File: src/pkg/dual_timer_defs.svh
`ifndef DUAL_TIMER_DEFS_SVH
`define DUAL_TIMER_DEFS_SVH

`define TMR_W            16
`define BPS_DIV2         2'b01
`define BPS_DIV4         2'b00
`define BPS_DIV8         2'b11
`define BPS_DIV16        2'b10
`define BPS_RESET        2'b00
`define EDGE_NONE        2'b00
`define EDGE_RISE        2'b01
`define EDGE_FALL        2'b10
`define EDGE_ANY         2'b11
`define MODE_TIMER       3'b000
`define MODE_COUNTER     3'b001
`define MODE_GATE_LOW    3'b010
`define MODE_GATE_HIGH   3'b011
`define PRE_W            13

`endif

File: src/pkg/dual_timer_pkg.sv
package dual_timer_pkg;

  typedef struct packed {
    logic [2:0] mode;
    logic [2:0] input_prescale;
    logic       run;
    logic       count_down;
    logic       clear_on_capture;
    logic       reload_enable;
  } timer_cfg_t;

  typedef struct packed {
    logic       capture_enable;
    logic       capture_source_select;
    logic [1:0] capture_edge_select;
    logic       read_capture_source;
    logic       toggle_output_enable;
    logic [1:0] block_prescale_select;
  } block_cfg_t;

  typedef struct packed {
    logic capture_input_pin;
    logic position_count_input;
    logic position_direction_input;
    logic aux_count_input;
    logic core_count_input;
  } ext_in_t;

  typedef struct packed {
    logic aux_flag;
    logic core_flag;
    logic capture_flag;
  } irq_t;

endpackage

File: src/hdl/dual_timer.sv
// What this block does
// - Core timer underflow leaves the block as an export pulse.
// - Counting down, toggle latch flips only on underflow 0000 to FFFF.
// - Aux down with clear: capture latches, clears, next clock wraps to FFFF.
// - Reload mode, core counting up: overflow reloads core from capture value.
// - Down-count correction leaves two's complement of interval in capture value.
// - Source select set: capture on position-timer input edges per edge field.
// - Source clear, rising: reads of middle position timer trigger capture; reads of the others only with read source set.
// - Basic clock: prescaler 01 div2, 00 div4, 11 div8, 10 div16.
// - Block prescaler resets to 00, divide by four.
// - Timer modes: count clock is module clock over F times two-power select.
// - Counter mode: count clock from external input pin transitions.
// - Inputs sampled on basic clock; transition when two samples differ.
// - Timer flag set on overflow up or underflow down.
// - Matching capture-pin transition sets capture request flag.
// - Separate identical request flags for aux, core and capture.
// - Source clear: edge field selects none, rising, falling or any edge.
// - Clear-on-capture clears timer after aux value is latched.
// - Reload does not raise the capture request.
// - Output enable drives toggle latch onto output pin.
`timescale 1ns/1ps
`include "dual_timer_defs.svh"

module dual_timer
  import dual_timer_pkg::*;
#(
  parameter int TW = `TMR_W
) (
  // Clock and reset
  input  wire logic                    clk_i,
  input  wire logic                    sys_rst_i,
  // Configuration
  input  wire dual_timer_pkg::timer_cfg_t aux_cfg_i,
  input  wire dual_timer_pkg::timer_cfg_t core_cfg_i,
  input  wire dual_timer_pkg::block_cfg_t blk_cfg_i,
  // External inputs and position reads
  input  wire dual_timer_pkg::ext_in_t ext_i,
  input  wire logic                    read_pos_a_i,
  input  wire logic                    read_pos_b_i,
  input  wire logic                    read_pos_c_i,
  // Software flag clears
  input  wire dual_timer_pkg::irq_t    flag_clear_i,
  // Status and outputs
  output logic [TW-1:0]                auxiliary_counter_o,
  output logic [TW-1:0]                core_counter_o,
  output logic [TW-1:0]                capture_reload_value_o,
  output logic                         core_toggle_latch_o,
  output logic                         core_underflow_export_o,
  output logic                         toggle_output_pin_o,
  output dual_timer_pkg::irq_t         flags_o
);
  import dual_timer_pkg::*;

  // Wrap and reload compares need at least two bits
  if (TW < 2)
  begin
    $error("dual_timer: TW too small");
  end

  typedef struct packed {
    logic [3:0]        bpre;
    logic [`PRE_W-1:0] tick_cnt;
    logic [TW-1:0]     aux;
    logic [TW-1:0]     core;
    logic [TW-1:0]     capture_reload_value;
    logic              tl;
    logic              uf;
    irq_t              flags;
  } dt_state_t;

  dt_state_t state_reg;
  dt_state_t state_next;

  // Prescale factor minus one per select code
  function automatic logic [3:0] bps_mask(input logic [1:0] sel);
    case (sel)
      `BPS_DIV2: bps_mask = 4'h1;
      `BPS_DIV4: bps_mask = 4'h3;
      `BPS_DIV8: bps_mask = 4'h7;
      default:   bps_mask = 4'hF;
    endcase
  endfunction

  // Timer tick enable from mode, gate and pins
  function automatic logic tick_of(input timer_cfg_t c, input logic base,
                                   input logic [`PRE_W-1:0] cnt, input logic lvl,
                                   input logic edg);
    logic [`PRE_W-1:0] m;
    m = (`PRE_W'(1) << c.input_prescale) - `PRE_W'(1);
    case (c.mode)
      `MODE_TIMER:     tick_of = base && ((cnt & m) == '0);
      `MODE_COUNTER:   tick_of = edg;
      `MODE_GATE_LOW:  tick_of = base && ((cnt & m) == '0) && !lvl;
      `MODE_GATE_HIGH: tick_of = base && ((cnt & m) == '0) && lvl;
      default:         tick_of = 1'b0;
    endcase
  endfunction

  logic       basic_tick;
  logic [4:0] lvl;
  logic [4:0] rise;
  logic [4:0] fall;
  logic       pin_edge;
  logic       pos_edge;
  logic       read_trig;
  logic       cap_trig;
  logic       aux_tick;
  logic       core_tick;
  logic       core_ovf;
  logic       core_unf;
  logic       aux_wrap;

  // Basic clock strobe from module clock
  assign basic_tick = (state_reg.bpre & bps_mask(blk_cfg_i.block_prescale_select)) == 4'h0;

  edge_sampler #(.WIDTH(5)) u_samp (
    .clk_i     (clk_i),
    .sys_rst_i (sys_rst_i),
    .sample_i  (basic_tick),
    .level_i   (ext_i),
    .level_o   (lvl),
    .rise_o    (rise),
    .fall_o    (fall)
  );

  // Bit order follows ext_in_t: 4 capture pin, 3 pos count, 2 pos dir, 1 aux, 0 core
  always_comb
  begin
    pin_edge = 1'b0;
    pos_edge = 1'b0;
    case (blk_cfg_i.capture_edge_select)
      `EDGE_RISE:
      begin
        pin_edge = rise[4];
        pos_edge = rise[3] | fall[3];
      end
      `EDGE_FALL:
      begin
        pin_edge = fall[4];
        pos_edge = rise[2] | fall[2];
      end
      `EDGE_ANY:
      begin
        pin_edge = rise[4] | fall[4];
        pos_edge = rise[3] | fall[3] | rise[2] | fall[2];
      end
      default:
      begin
        pin_edge = 1'b0;
        pos_edge = 1'b0;
      end
    endcase
  end

  // Reads act only with rising selected and source clear
  assign read_trig = (blk_cfg_i.capture_edge_select == `EDGE_RISE) &&
                     (read_pos_b_i || (blk_cfg_i.read_capture_source &&
                      (read_pos_a_i || read_pos_c_i)));
  assign cap_trig = blk_cfg_i.capture_source_select ? pos_edge : (pin_edge || read_trig);

  assign aux_tick  = aux_cfg_i.run && tick_of(aux_cfg_i, basic_tick, state_reg.tick_cnt,
                     lvl[1], rise[1] | fall[1]);
  assign core_tick = core_cfg_i.run && tick_of(core_cfg_i, basic_tick, state_reg.tick_cnt,
                     lvl[0], rise[0] | fall[0]);
  assign core_ovf  = core_tick && !core_cfg_i.count_down && (state_reg.core == '1);
  assign core_unf  = core_tick && core_cfg_i.count_down && (state_reg.core == '0);
  assign aux_wrap  = aux_tick && (aux_cfg_i.count_down ? (state_reg.aux == '0)
                                                       : (state_reg.aux == '1));

  always_comb
  begin
    state_next = state_reg;
    state_next.bpre = state_reg.bpre + 4'h1;
    state_next.uf   = core_unf;
    if (basic_tick)
      state_next.tick_cnt = state_reg.tick_cnt + `PRE_W'(1);
    if (aux_tick)
      state_next.aux = aux_cfg_i.count_down ? state_reg.aux - TW'(1)
                                            : state_reg.aux + TW'(1);
    if (core_tick)
      state_next.core = core_cfg_i.count_down ? state_reg.core - TW'(1)
                                              : state_reg.core + TW'(1);
    if ((core_ovf || core_unf) && core_cfg_i.reload_enable)
      state_next.core = state_reg.capture_reload_value;
    if (core_ovf || core_unf)
      state_next.tl = ~state_reg.tl;
    for (int i = 0; i < 3; i++)
      if (flag_clear_i[i])
        state_next.flags[i] = 1'b0;
    // Set after clear so a same-cycle event wins
    if (cap_trig)
    begin
      if (blk_cfg_i.capture_enable)
        state_next.capture_reload_value = state_reg.aux;
      if (aux_cfg_i.clear_on_capture)
        state_next.aux = '0;
      if (core_cfg_i.clear_on_capture)
        state_next.core = '0;
      if (!blk_cfg_i.capture_source_select)
        state_next.flags.capture_flag = 1'b1;
    end
    if (aux_wrap)
      state_next.flags.aux_flag = 1'b1;
    if (core_ovf || core_unf)
      state_next.flags.core_flag = 1'b1;
  end

  always_ff @(posedge clk_i)
  begin
    if (sys_rst_i)
      state_reg <= '0;
    else
      state_reg <= state_next;
  end

  assign auxiliary_counter_o     = state_reg.aux;
  assign core_counter_o          = state_reg.core;
  assign capture_reload_value_o  = state_reg.capture_reload_value;
  assign core_toggle_latch_o     = state_reg.tl;
  assign core_underflow_export_o = state_reg.uf;
  assign toggle_output_pin_o     = blk_cfg_i.toggle_output_enable & state_reg.tl;
  assign flags_o                 = state_reg.flags;
endmodule

File: src/hdl/edge_sampler.sv
`timescale 1ns/1ps
`include "dual_timer_defs.svh"

module edge_sampler #(
  parameter int WIDTH = 5
) (
  // Clock and reset
  input  wire logic             clk_i,
  input  wire logic             sys_rst_i,
  // Sample strobe and inputs
  input  wire logic             sample_i,
  input  wire logic [WIDTH-1:0] level_i,
  // Results
  output logic      [WIDTH-1:0] level_o,
  output logic      [WIDTH-1:0] rise_o,
  output logic      [WIDTH-1:0] fall_o
);
  if (WIDTH < 1)
  begin
    $error("edge_sampler: WIDTH must be positive");
  end

  typedef struct packed {
    logic [WIDTH-1:0] cur;
    logic             primed;
  } samp_state_t;

  samp_state_t state_reg;
  samp_state_t state_next;

  always_comb
  begin
    state_next = state_reg;
    if (sample_i)
    begin
      state_next.primed = 1'b1;
      state_next.cur    = level_i;
    end
  end

  always_ff @(posedge clk_i)
  begin
    if (sys_rst_i)
      state_reg <= '0;
    else
      state_reg <= state_next;
  end

  // Edge only on strobe: two consecutive samples differ
  // First sample after reset only primes, so an idle-high pin gives no false edge
  assign level_o = state_reg.cur;
  assign rise_o  = (sample_i && state_reg.primed) ? (level_i & ~state_reg.cur) : '0;
  assign fall_o  = (sample_i && state_reg.primed) ? (~level_i & state_reg.cur) : '0;

endmodule

File: config.mk
export PLATFORM = sky130hd
export DESIGN_NAME = dual_timer
export DESIGN_NICKNAME = d
export VERILOG_FILES = /design/src/pkg/dual_timer_pkg.sv /design/src/hdl/dual_timer.sv /design/src/hdl/edge_sampler.sv
export VERILOG_INCLUDE_DIRS = /design/src /design/src/pkg
export SDC_FILE = /design/constraint.sdc
export NUM_CORES = 1
export LEC_CHECK = 0
export BUFFER_PORTS_ARGS = -buffer_cell sky130_fd_sc_hd__buf_2
export CORE_AREA = 2 2 157 98
export CTS_CLUSTER_SIZE = 30
export DETAILED_ROUTE_END_ITERATION = 10
export DIE_AREA = 0 0 159 100
export GPL_TIMING_DRIVEN = 0
export PLACE_DENSITY = 0.57
export SLEW_MARGIN = 20
export SYNTH_ARGS = -nofsm -noshare
export SYNTH_HDL_FRONTEND = slang
export SYNTH_HIERARCHICAL = 1
export SYNTH_SLANG_ARGS = --single-unit
File: constraint.sdc
create_clock -name clk_i -period 4.65 [get_ports clk_i]
set_clock_uncertainty 0.15 [all_clocks]
set_input_delay 0.93 -clock clk_i [delete_from_list [all_inputs] [get_ports clk_i]]
set_output_delay 0.93 -clock clk_i [all_outputs]
set_load 0.02 [all_outputs]
Word level (Yosys, flattened, before mapping)
Cells that the tools add are included.
{ "totals": {"ff_bits": 76, "in_bits": 41} }
{ "classes": {"addsub": 8, "n_eq_ne": 13, "n_shift": 2, "muxes": 25, "bitwise_logic": 16, "reduce_logical": 35} }
{ "op_table": {"columns": ["op", "n"], "rows": [
  ["$mux 16", 8],
  ["$mux 48", 1],
  ["$add 16x1->16 const B", 2],
  ["$eq 16x16->1 const B", 2],
  ["$logic_not 16->1", 2],
  ["$sub 16x1->16 const B", 2],
  ["$and 13x13->13", 2],
  ["$logic_not 13->1", 2],
  ["$shl 1x3->13 const A", 2],
  ["$sub 13x2->13 const B", 2],
  ["$logic_and 1x1->1", 17],
  ["$add 13x1->13 const B", 1],
  ["$eq 3x2->1 const B", 4],
  ["$pmux 4 s3", 1],
  ["$and 5x5->5", 2],
  ["$mux 5", 2],
  ["$not 5->5", 2],
  ["$mux 1", 9],
  ["$pmux 1 s4", 2],
  ["$or 1x1->1", 7],
  ["$eq 2x2->1 const B", 3],
  ["$eq 3x1->1 const B", 2],
  ["$logic_not 3->1", 2],
  ["$pmux 1 s3", 2],
  ["11 further kinds", 18]
]} }

Depth between registers and ports, before layout
Gate-level depths: netlist of the first run.
{ "logic_depth": {"depth_word": 16, "depth_mapped": 16} }

Modules after synthesis
Netlist of the first run, hierarchy kept.
{ "by_module_without_submodules": {"columns": ["module", "n_inst", "cells_per_inst", "area_each_um2", "seq_area_each_um2"], "rows": [
  ["dual_timer", 1, 668, 5298.8, 1401.3],
  ["edge_sampler", 1, 35, 390.4, 120.1]
]} }

Worst setup path after synthesis of the first run
OpenSTA, ideal clock, no wires.
{ "synth_timing": {"kind": "in2reg", "start": "input port blk_cfg_i[0] in the netlist's numbering", "end": "register state_reg, in the netlist core_counter_o[15]", "t_arrival_ns": 3.321, "required_ns": 4.430, "path_slack_ns": 1.108, "stages": 13, "n_path_buf": 2, "cell_sequence": "nor2b_1 o21ai_0 nand2_1 clkinv_1 buf_6 nand2_8 nor3b_2 o21a_1 or4_1 o21ai_2 clkbuf_1 a22oi_1 a21oi_1"} }
{ "synth_via": {"elab_chain_cells": 16} }
{ "synth_rtl": {"columns": ["item", "line_no", "source"], "rows": [
  ["from (decl)", "dual_timer.sv:35", "input wire dual_timer_pkg::block_cfg_t blk_cfg_i,"],
  ["$eq 2x2->1 (tied with other cells)", "dual_timer.sv:76", "case (sel)"],
  ["$pmux 4 s3 *", "dual_timer.sv:76", null],
  ["$and 4x4->4 *", "dual_timer.sv:114", "assign basic_tick = (state_reg.bpre & bps_mask(blk_cfg_i.block_prescale_select)) == 4'h0;"],
  ["$logic_not 4->1 *", "dual_timer.sv:114", null],
  ["via basic_tick", "dual_timer.sv:99", "logic basic_tick;"],
  ["$logic_and 1x1->1 *", "edge_sampler.sv:53", "assign fall_o = (sample_i && state_reg.primed) ? (~level_i & state_reg.cur) : '0;"],
  ["$mux 5 *", "edge_sampler.sv:53", null],
  ["via fall[0]", "dual_timer.sv:102", "logic [4:0] fall;"],
  ["$or 1x1->1 *", "dual_timer.sv:164", "lvl[0], rise[0] | fall[0]);"],
  ["$pmux 1 s4 *", "dual_timer.sv:90", "case (c.mode)"],
  ["$logic_and 1x1->1 *", "dual_timer.sv:163", "assign core_tick = core_cfg_i.run && tick_of(core_cfg_i, basic_tick, state_reg.tick_cnt,"],
  ["$logic_and 1x1->1, on equally long branches (2 in series)", "dual_timer.sv:165, dual_timer.sv:166", null],
  ["$logic_or 1x1->1", "dual_timer.sv:183", "if ((core_ovf || core_unf) && core_cfg_i.reload_enable)"],
  ["$logic_and 1x1->1", "dual_timer.sv:183", null],
  ["$mux 16 *", "dual_timer.sv:183", null],
  ["$mux 16", "dual_timer.sv:197", "if (core_cfg_i.clear_on_capture)"],
  ["$mux 48 *", "dual_timer.sv:191", "if (cap_trig)"],
  ["to (signal assigned)", "dual_timer.sv:213", "state_reg <= state_next;"],
  ["to (decl)", "dual_timer.sv:71", "dt_state_t state_reg;"]
]} }
The timed path passes the listed nets; every way through them passes the cells marked *.
A chain may end at the register's enable or synchronous reset.

Worst setup path in the final report of the first run
{ "layout_timing": {"start": "input port blk_cfg_i[0] in the netlist's numbering", "end": "register state_reg, in the netlist core_counter_o[12]"} }
{ "layout_rtl": {"columns": ["item", "line_no", "source"], "rows": [
  ["$eq 2x2->1 (tied with other cells)", "dual_timer.sv:76", null],
  ["$pmux 4 s3 *", "dual_timer.sv:76", null],
  ["$and 4x4->4 *", "dual_timer.sv:114", null],
  ["$logic_not 4->1 *", "dual_timer.sv:114", null],
  ["via basic_tick", "dual_timer.sv:99", null],
  ["$logic_and 1x1->1 *", "edge_sampler.sv:53", null],
  ["$mux 5 *", "edge_sampler.sv:53", null],
  ["via fall[3]", "dual_timer.sv:102", null],
  ["$or 1x1->1 *", "dual_timer.sv:135, dual_timer.sv:145", null],
  ["$or 1x1->1 (2 in series)", "dual_timer.sv:145", "pos_edge = rise[3] | fall[3] | rise[2] | fall[2];"],
  ["$pmux 1 s3 *", "dual_timer.sv:131", "case (blk_cfg_i.capture_edge_select)"],
  ["$mux 1 *", "dual_timer.sv:159", "assign cap_trig = blk_cfg_i.capture_source_select ? pos_edge : (pin_edge || read_trig);"],
  ["$mux 48 *", "dual_timer.sv:191", null]
]} }
Marks and branches as above.

==> impl_summary.txt, run 1 <==
----------------------------------------------------
[Route]
  Total number of vias ... 5388
  Vias per inst ... 5.34
  Residual antenna-violating net count after detailed routing ... 0
  Aggregate routed wire length ... about 16 mm
  DRC violations left ... 0
  Routed wire per std cell ... 15.5 um
  Number of DRC markers after the initial detailed-route iteration ... ~400
  Detailed Routing Iterations Pass 1 ... 6

[Cells and area]
  Synth-to-layout area growth ... 17.8%
  Net total in the final layout ... 876
  Final Cell Area ... about 6700 um2
  Finished Core Util ... between 40% and 50%
  Final antenna diode count ... 0
  Proportion of layout cells with a drive suffix above 1 ... 24.1%
  Filler-free cell count of the finished design ... 1009
  Flip-flop count of the largest register after layout ... 17

[Clocking]
  Post-cts resize count ... 0
  Maximum buffer depth of the clock tree ... 2
  Clock-pin slew of the registers on the worst-case setup and hold paths ... 0.06 ns
  Setup repair bufs after CTS ... 0
  Clock latency reported for the late side of the worst-skew pair ... 0.34 ns
  Root Buffer ... clkbuf_16
  TritonCTS buffer count ... 9
  Number of hold-repair buffers added at the cts stage ... 0
  Number of sinks handled by clock tree synthesis ... 76
  TritonCTS clock tree ... yes
  CTS H-tree lvls ... 3

[Die]
  Core area ... between 10000 and 15000 um2
  Standard-cell row count ... 35
  Height of the chip ... 100 um
  Starting Density ... 38.5%
  Number of top-level design ports ... 95
  DIE WIDTH ... 159 um
  Die Footprint ... 15900 um2

[STA]
  Worst slew slack as a fraction of its limit ... 54.9%
  Post-route setup slack ... 0.635 ns
  Unrepaired setup endpoints after global routing ... no
  Slew at the pin closest to its max-slew limit ... 0.666 ns
  Final number of setup-violating endpoints ... 0
  Max Transition Viols Final ... 0
  Count of endpoints failing hold in the final timing report ... 0
  Period utilization ... about 86%
  Total Negative Setup Slacks ... 0 ns
  Final min period ... 4.02 ns
  Maximum clock frequency ... about 0.25 GHz

[Synthesis]
  Average cell area after synthesis ... 8.10 um2
  Total standard cell area after synthesis ... 5670 um2
  Synthesized instance count ... 700
  Syn nets ... 775
  Warning count from the yosys run ... 6

[Critical path]
  Peak per-stage delay on the critical path ... 0.52 ns
  Data required time of the critical path ... ~4.8 ns
  Arrival time of the worst setup path ... 4.12 ns
  Reg2Reg Depth ... 14
  Endpoint class of the critical path ... flip-flop
  Startpoint class of the critical path ... primary input
  Most repeated library cell on the critical path ... o21ai_0
  Worst path cell trace ... buf_2 -> nor2b_1 -> o21ai_0 -> nand2_1 -> clkinv_1 -> buf_6 -> nand2_8 -> nor3b_2 -> or3_1 -> o311ai_0 -> o21ai_0 -> clkbuf_1 -> a21oi_1 -> o21ai_0 -> a31oi_1
  Critical Path Fanout Max ... 10
  Slowest library cell on the worst path ... a21oi_1
  Type of the worst setup path ... primary input to flip-flop

[Place]
  Detailed placement HPWL ... 12.4 mm
  Final weighted congestion in routability-driven placement ... 0.904
  Number of placed instances with taps included ... 993
  # port buffers ... 90
  Setup slack after placement ... 0.329 ns
  Area after detailed placement ... 6370 um2

[GRT]
  Antenna violations before repair ... 0
  Overall fraction of global-route tracks in use ... 19.8%
  Overall overflow remaining after global route ... 0
  Largest net degree at the start of global routing ... 22
  Vias in the first global route ... 4915
  Global-route wire length before repair ... between 20 and 30 mm

[Pwr]
  Maximum vdd drop ... 0.200 mV
  Cell Pwr Density ... approximately 280 nW/um2
  Static Leakage ... 0.00289 uW

[Run status]
  Status ... complete, no violations

[Job]
  Count of maximum capacitance violations ... 0

[Min path]
  Worst hold path class ... flip-flop to flip-flop
  Instance count along the most critical hold path ... 1

----------------------------------------------------
## worst paths after layout
check                 from                 end  slack, ns
max reg2reg  state_reg[69]  core_counter_o[12]       0.96
min reg2reg  state_reg[66]       state_reg[66]       0.32
max           blk_cfg_i[0]  core_counter_o[12]       0.63
min          state_reg[66]       state_reg[66]       0.32
## final cells by class
| class | instances | area [um2] |
|---|---|---|
| Buffer | 78 | 536 |
| Timing Repair Buffer | 90 | 450 |
| Multi-Input combinational cell | 529 | 3550 |
| Sequential cell | 76 | 1520 |
| Clock buffer | 11 | 243 |
| Clock inverter | 5 | 61.3 |
| Inverter | 17 | 63.8 |
| Tap cell | 203 | 254 |
| Fill cell | 1489 | 8040 |
## worst max-delay path, delay by kind of cell
kind | cells | cell delay [ns]
and+or+nand+nor | 5 | 0.87
buffers and inverters | 4 | 0.96
AOI/OAI and AO/OA | 6 | 1.36
## cells in the final DEF (no fill, tap or decap), types with 4 or more instances in the layout
cell type	count
buf_2	94
dfxtp_1	76
nand2_1	64
nor2_1	60
a21oi_1	59
buf_4	55
ha_1	32
o21ai_0	31
nand3_1	30
xnor2_1	19
nor3_1	17
mux2i_1	17
xor2_1	16
inv_1	16
a21o_1	14
a31oi_1	13
clkbuf_1	13
nor2b_1	12
nand2b_1	11
or3_1	10
nor3b_2	10
nand4_1	9
a211oi_1	9
nor4_1	9
clkbuf_16	9
o211ai_1	7
o22ai_1	6
and2_1	5
or4_1	5
o21a_1	5
buf_1	4
o21bai_1	4
a311oi_1	4
## per-stage QoR
stage / hold slack [ns] / total power [uW]
after floorplan: 0.279 / 1020
after global placement: 0.296 / 1130
after detailed placement: 0.313 / 1140
after CTS: 0.325 / 1850
after global routing: 0.345 / 1940
final: 0.322 / 1840
## report_power, final
| part | leakage [uW] | switching (uW) | internal (uW) | total [uW] |
|---|---|---|---|---|
| Sequential | 0.000616 | 37.7 | 675 | 713 |
| Clock | 0.000138 | 277 | 431 | 708 |
| Combinational | 0.00214 | 242 | 176 | 418 |
| Total | 0.00289 | 557 | 1280 | 1840 |
## per-layer routing
layer | vias up | GRT usage, % | wire (um)
li1 | 2698 | - | -
met1 | 2524 | 29.5 | 8200
met2 | 150 | 28.9 | 6340
met3 | 16 | 4.38 | 894
met4 | 0 | 4.62 | 164
met5 | - | 0 | 0
No activity file was read; power rests on OpenSTA's default activity.
==> inputs of run 2 (changes only) <==
- GPL_TIMING_DRIVEN: 0 -> 1
==> run 2 against run 1 <==
  * Sequential share of layout area is 1.6 points higher
  * Global-route usage is 0.89 points lower
  * Design area is 6.7% lower
  * Highest routed layer unchanged
  * Fmax is 9.1% higher
  * Clock-buffer cell count is 2 higher
  * First-iteration DRC count is 29% lower
  * Core utilization is 3.1 points lower
  * Via count is 4.3% lower
==> impl_summary.txt, run 2 (synthesized netlist as in run 1, its figures left out) <==
----------------------------------------------------
[Run status]
  Status ... complete, no violations

[STA]
  Count of endpoints failing hold in the final timing report ... 0 (unchanged)
  Maximum clock frequency ... 0.272 GHz (+9.1%)
  Worst slew slack as a fraction of its limit ... 44.0% (-11 points)
  Post-route setup slack ... 0.968 ns (+0.334 ns)
  Slew at the pin closest to its max-slew limit ... 0.827 ns (+0.161 ns)
  Final min period ... 3.68 ns (-0.334 ns)
  Final number of setup-violating endpoints ... 0 (unchanged)
  Total Negative Setup Slacks ... 0 ns (unchanged)
  Period utilization ... 79.2% (-7.2 points)
  Max Transition Viols Final ... 0 (unchanged)
  Unrepaired setup endpoints after global routing ... no

[Die]
  DIE WIDTH ... 159 um (unchanged)
  Core area ... 14700 um2 (unchanged)
  Number of top-level design ports ... 95 (unchanged)
  Standard-cell row count ... 35 (unchanged)
  Die Footprint ... 15900 um2 (unchanged)
  Height of the chip ... 100 um (unchanged)
  Starting Density ... 38.5% (unchanged)

[Route]
  Vias per inst ... 5.49 (+2.9%)
  Residual antenna-violating net count after detailed routing ... 0 (unchanged)
  Routed wire per std cell ... 15.9 um (+2.9%)
  Aggregate routed wire length ... 14.9 mm (-4.3%)
  Total number of vias ... 5158 (-4.3%)
  Detailed Routing Iterations Pass 1 ... 5 (-1)
  Number of DRC markers after the initial detailed-route iteration ... 288 (-29%)
  DRC violations left ... 0 (unchanged)

[Min path]
  Worst hold path class ... flip-flop to flip-flop
  Min-Delay Endpoint ... flags_o[1]
  Instance count along the most critical hold path ... 2 (+1)
  Min-Delay Startpoint ... flags_o[1]

[Pwr]
  Maximum vdd drop ... 0.138 mV (-31%)
  Net switching power of the design ... 546 uW (-2.1%)
  Proportion of power drawn by the clock network ... 41.8% (+3.3 points)
  Internal Pwr Total ... 1340 uW (+4.8%)
  Sequential fraction of design power ... 37.7% (-1.1 points)
  Switching part of the total power ... 28.9% (-1.4 points)
  Static Leakage ... 0.00260 uW (-10%)
  Proportion of power drawn by combinational gates ... 20.5% (-2.2 points)
  Cell Pwr Density ... 304 nW/um2 (+10%)

[GRT]
  Overall overflow remaining after global route ... 0 (unchanged)
  Overall fraction of global-route tracks in use ... 18.9% (-0.89 points)
  Largest net degree at the start of global routing ... 48 (+120%)
  Antenna violations before repair ... 0 (unchanged)
  Vias in the first global route ... 4771 (-2.9%)
  Global-route wire length before repair ... 24.3 mm (-4.1%)

[Cells and area]
  Commonest cells after routing, fill and taps aside ... buf_2, dfxtp_1, nand2_1
  Net total in the final layout ... 806 (-8.0%)
  Flip-flop count of the largest register after layout ... 17 (unchanged)
  Final antenna diode count ... 0 (unchanged)
  Most frequent standard cell in the layout excluding fill and tap cells ... buf_2
  Proportion of layout cells with a drive suffix above 1 ... 19.0% (-5.0 points)
  Synth-to-layout area growth ... 9.87%

[Critical path]
  Endpoint class of the critical path ... flip-flop
  Arrival time of the worst setup path ... 3.80 ns (-0.32 ns)
  Critical Path Fanout Max ... 21 (+11)
  Capture point of the worst reg-to-reg path ... auxiliary_counter_o[3]
  Type of the worst setup path ... primary input to flip-flop
  Reg2Reg Depth ... 13 (-1)
  Startpoint class of the critical path ... primary input
  Data required time of the critical path ... 4.77 ns (about the same)
  Setup slack of the worst register-to-register path ... 1.42 ns (+0.46 ns)
  Startpoint of the most critical register-to-register path ... state_reg[69]

[Clocking]
  Setup repair bufs after CTS ... 0 (unchanged)
  Maximum buffer depth of the clock tree ... 2 (unchanged)
  Clock latency reported for the late side of the worst-skew pair ... 0.33 ns (about the same)
  Number of hold-repair buffers added at the cts stage ... 0 (unchanged)
  CTS H-tree lvls ... 3 (unchanged)
  Post-cts resize count ... 0 (unchanged)
  TritonCTS buffer count ... 9 (unchanged)
  TritonCTS clock tree ... yes
  Root Buffer ... clkbuf_16
  Clock-pin slew of the registers on the worst-case setup and hold paths ... 0.06 ns (about the same)
  Number of sinks handled by clock tree synthesis ... 76 (unchanged)

[Place]
  # port buffers ... 93 (+3.3%)
  Final weighted congestion in routability-driven placement ... 0.890 (-1.6%)
  Detailed placement HPWL ... 11.4 mm (-7.8%)
  Setup slack after placement ... 0.655 ns (+0.327 ns)

[Job]
  Count of maximum capacitance violations ... 0 (unchanged)

----------------------------------------------------
-- run 2: critical path: stages --
cell,delay (ns)
buf_2,0.38
ha_1,0.37
a211o_1,0.38
a2111oi_4,0.36
o311ai_1,0.28
a2111oi_0,0.47
o211ai_1,0.14
a311o_1,0.35
a21oi_1,0.14
-- run 2: layer usage --
metal	track usage, %	vias to the layer above	routed length [um]
li1	-	2559	-
met1	27.6	2445	7660
met2	28.6	142	6330
met3	3.97	12	823
met4	4.06	0	123
met5	0	-	0
-- run 2: power groups by stage --
| stage | registers, uW | clock network [uW] | logic [uW] |
|---|---|---|---|
| 6_report | 713 | 790 | 387 |
| 3_3_place_gp | 726 | 0 | 375 |
| 4_1_cts | 713 | 810 | 387 |
| 2_1_floorplan | 714 | 0 | 308 |
| 3_5_place_dp | 728 | 0 | 385 |
| 5_1_grt | 717 | 836 | 430 |
-- run 2: how the worst max path moves through the flow --
stage | from | end | slack, ns
floorplan | blk_cfg_i[0] | core_counter_o[15] | 1.11
global placement | core_cfg_i[2] | core_counter_o[14] | 0.68
detailed placement | core_cfg_i[2] | core_counter_o[14] | 0.66
CTS | core_cfg_i[2] | core_counter_o[14] | 0.99
global route | blk_cfg_i[0] | core_counter_o[12] | 0.78
finish | core_cfg_i[2] | core_counter_o[14] | 0.97
-- run 2: final cells by class --
class                           count  area, um2
Sequential cell                    76       1520
Multi-Input combinational cell    529       3550
Clock inverter                      3       67.6
Tap cell                          203        254
Timing Repair Buffer               98        503
Clock buffer                       13        270
Inverter                           17       63.8
Fill cell                        1540       8490
-- run 2: per-stage QoR --
step                      power, uW  area (um2)  util (%)  hold slack [ns]  std cells
after global placement         1100        5890      40.0            0.292        923
after global routing           1980        6230      42.3            0.347        939
after floorplan                1020        5670         -            0.279        700
after CTS                      1910        6230      42.3            0.325        939
after detailed placement       1110        5890      40.0            0.315        923
final                          1890        6230      42.3            0.321        939
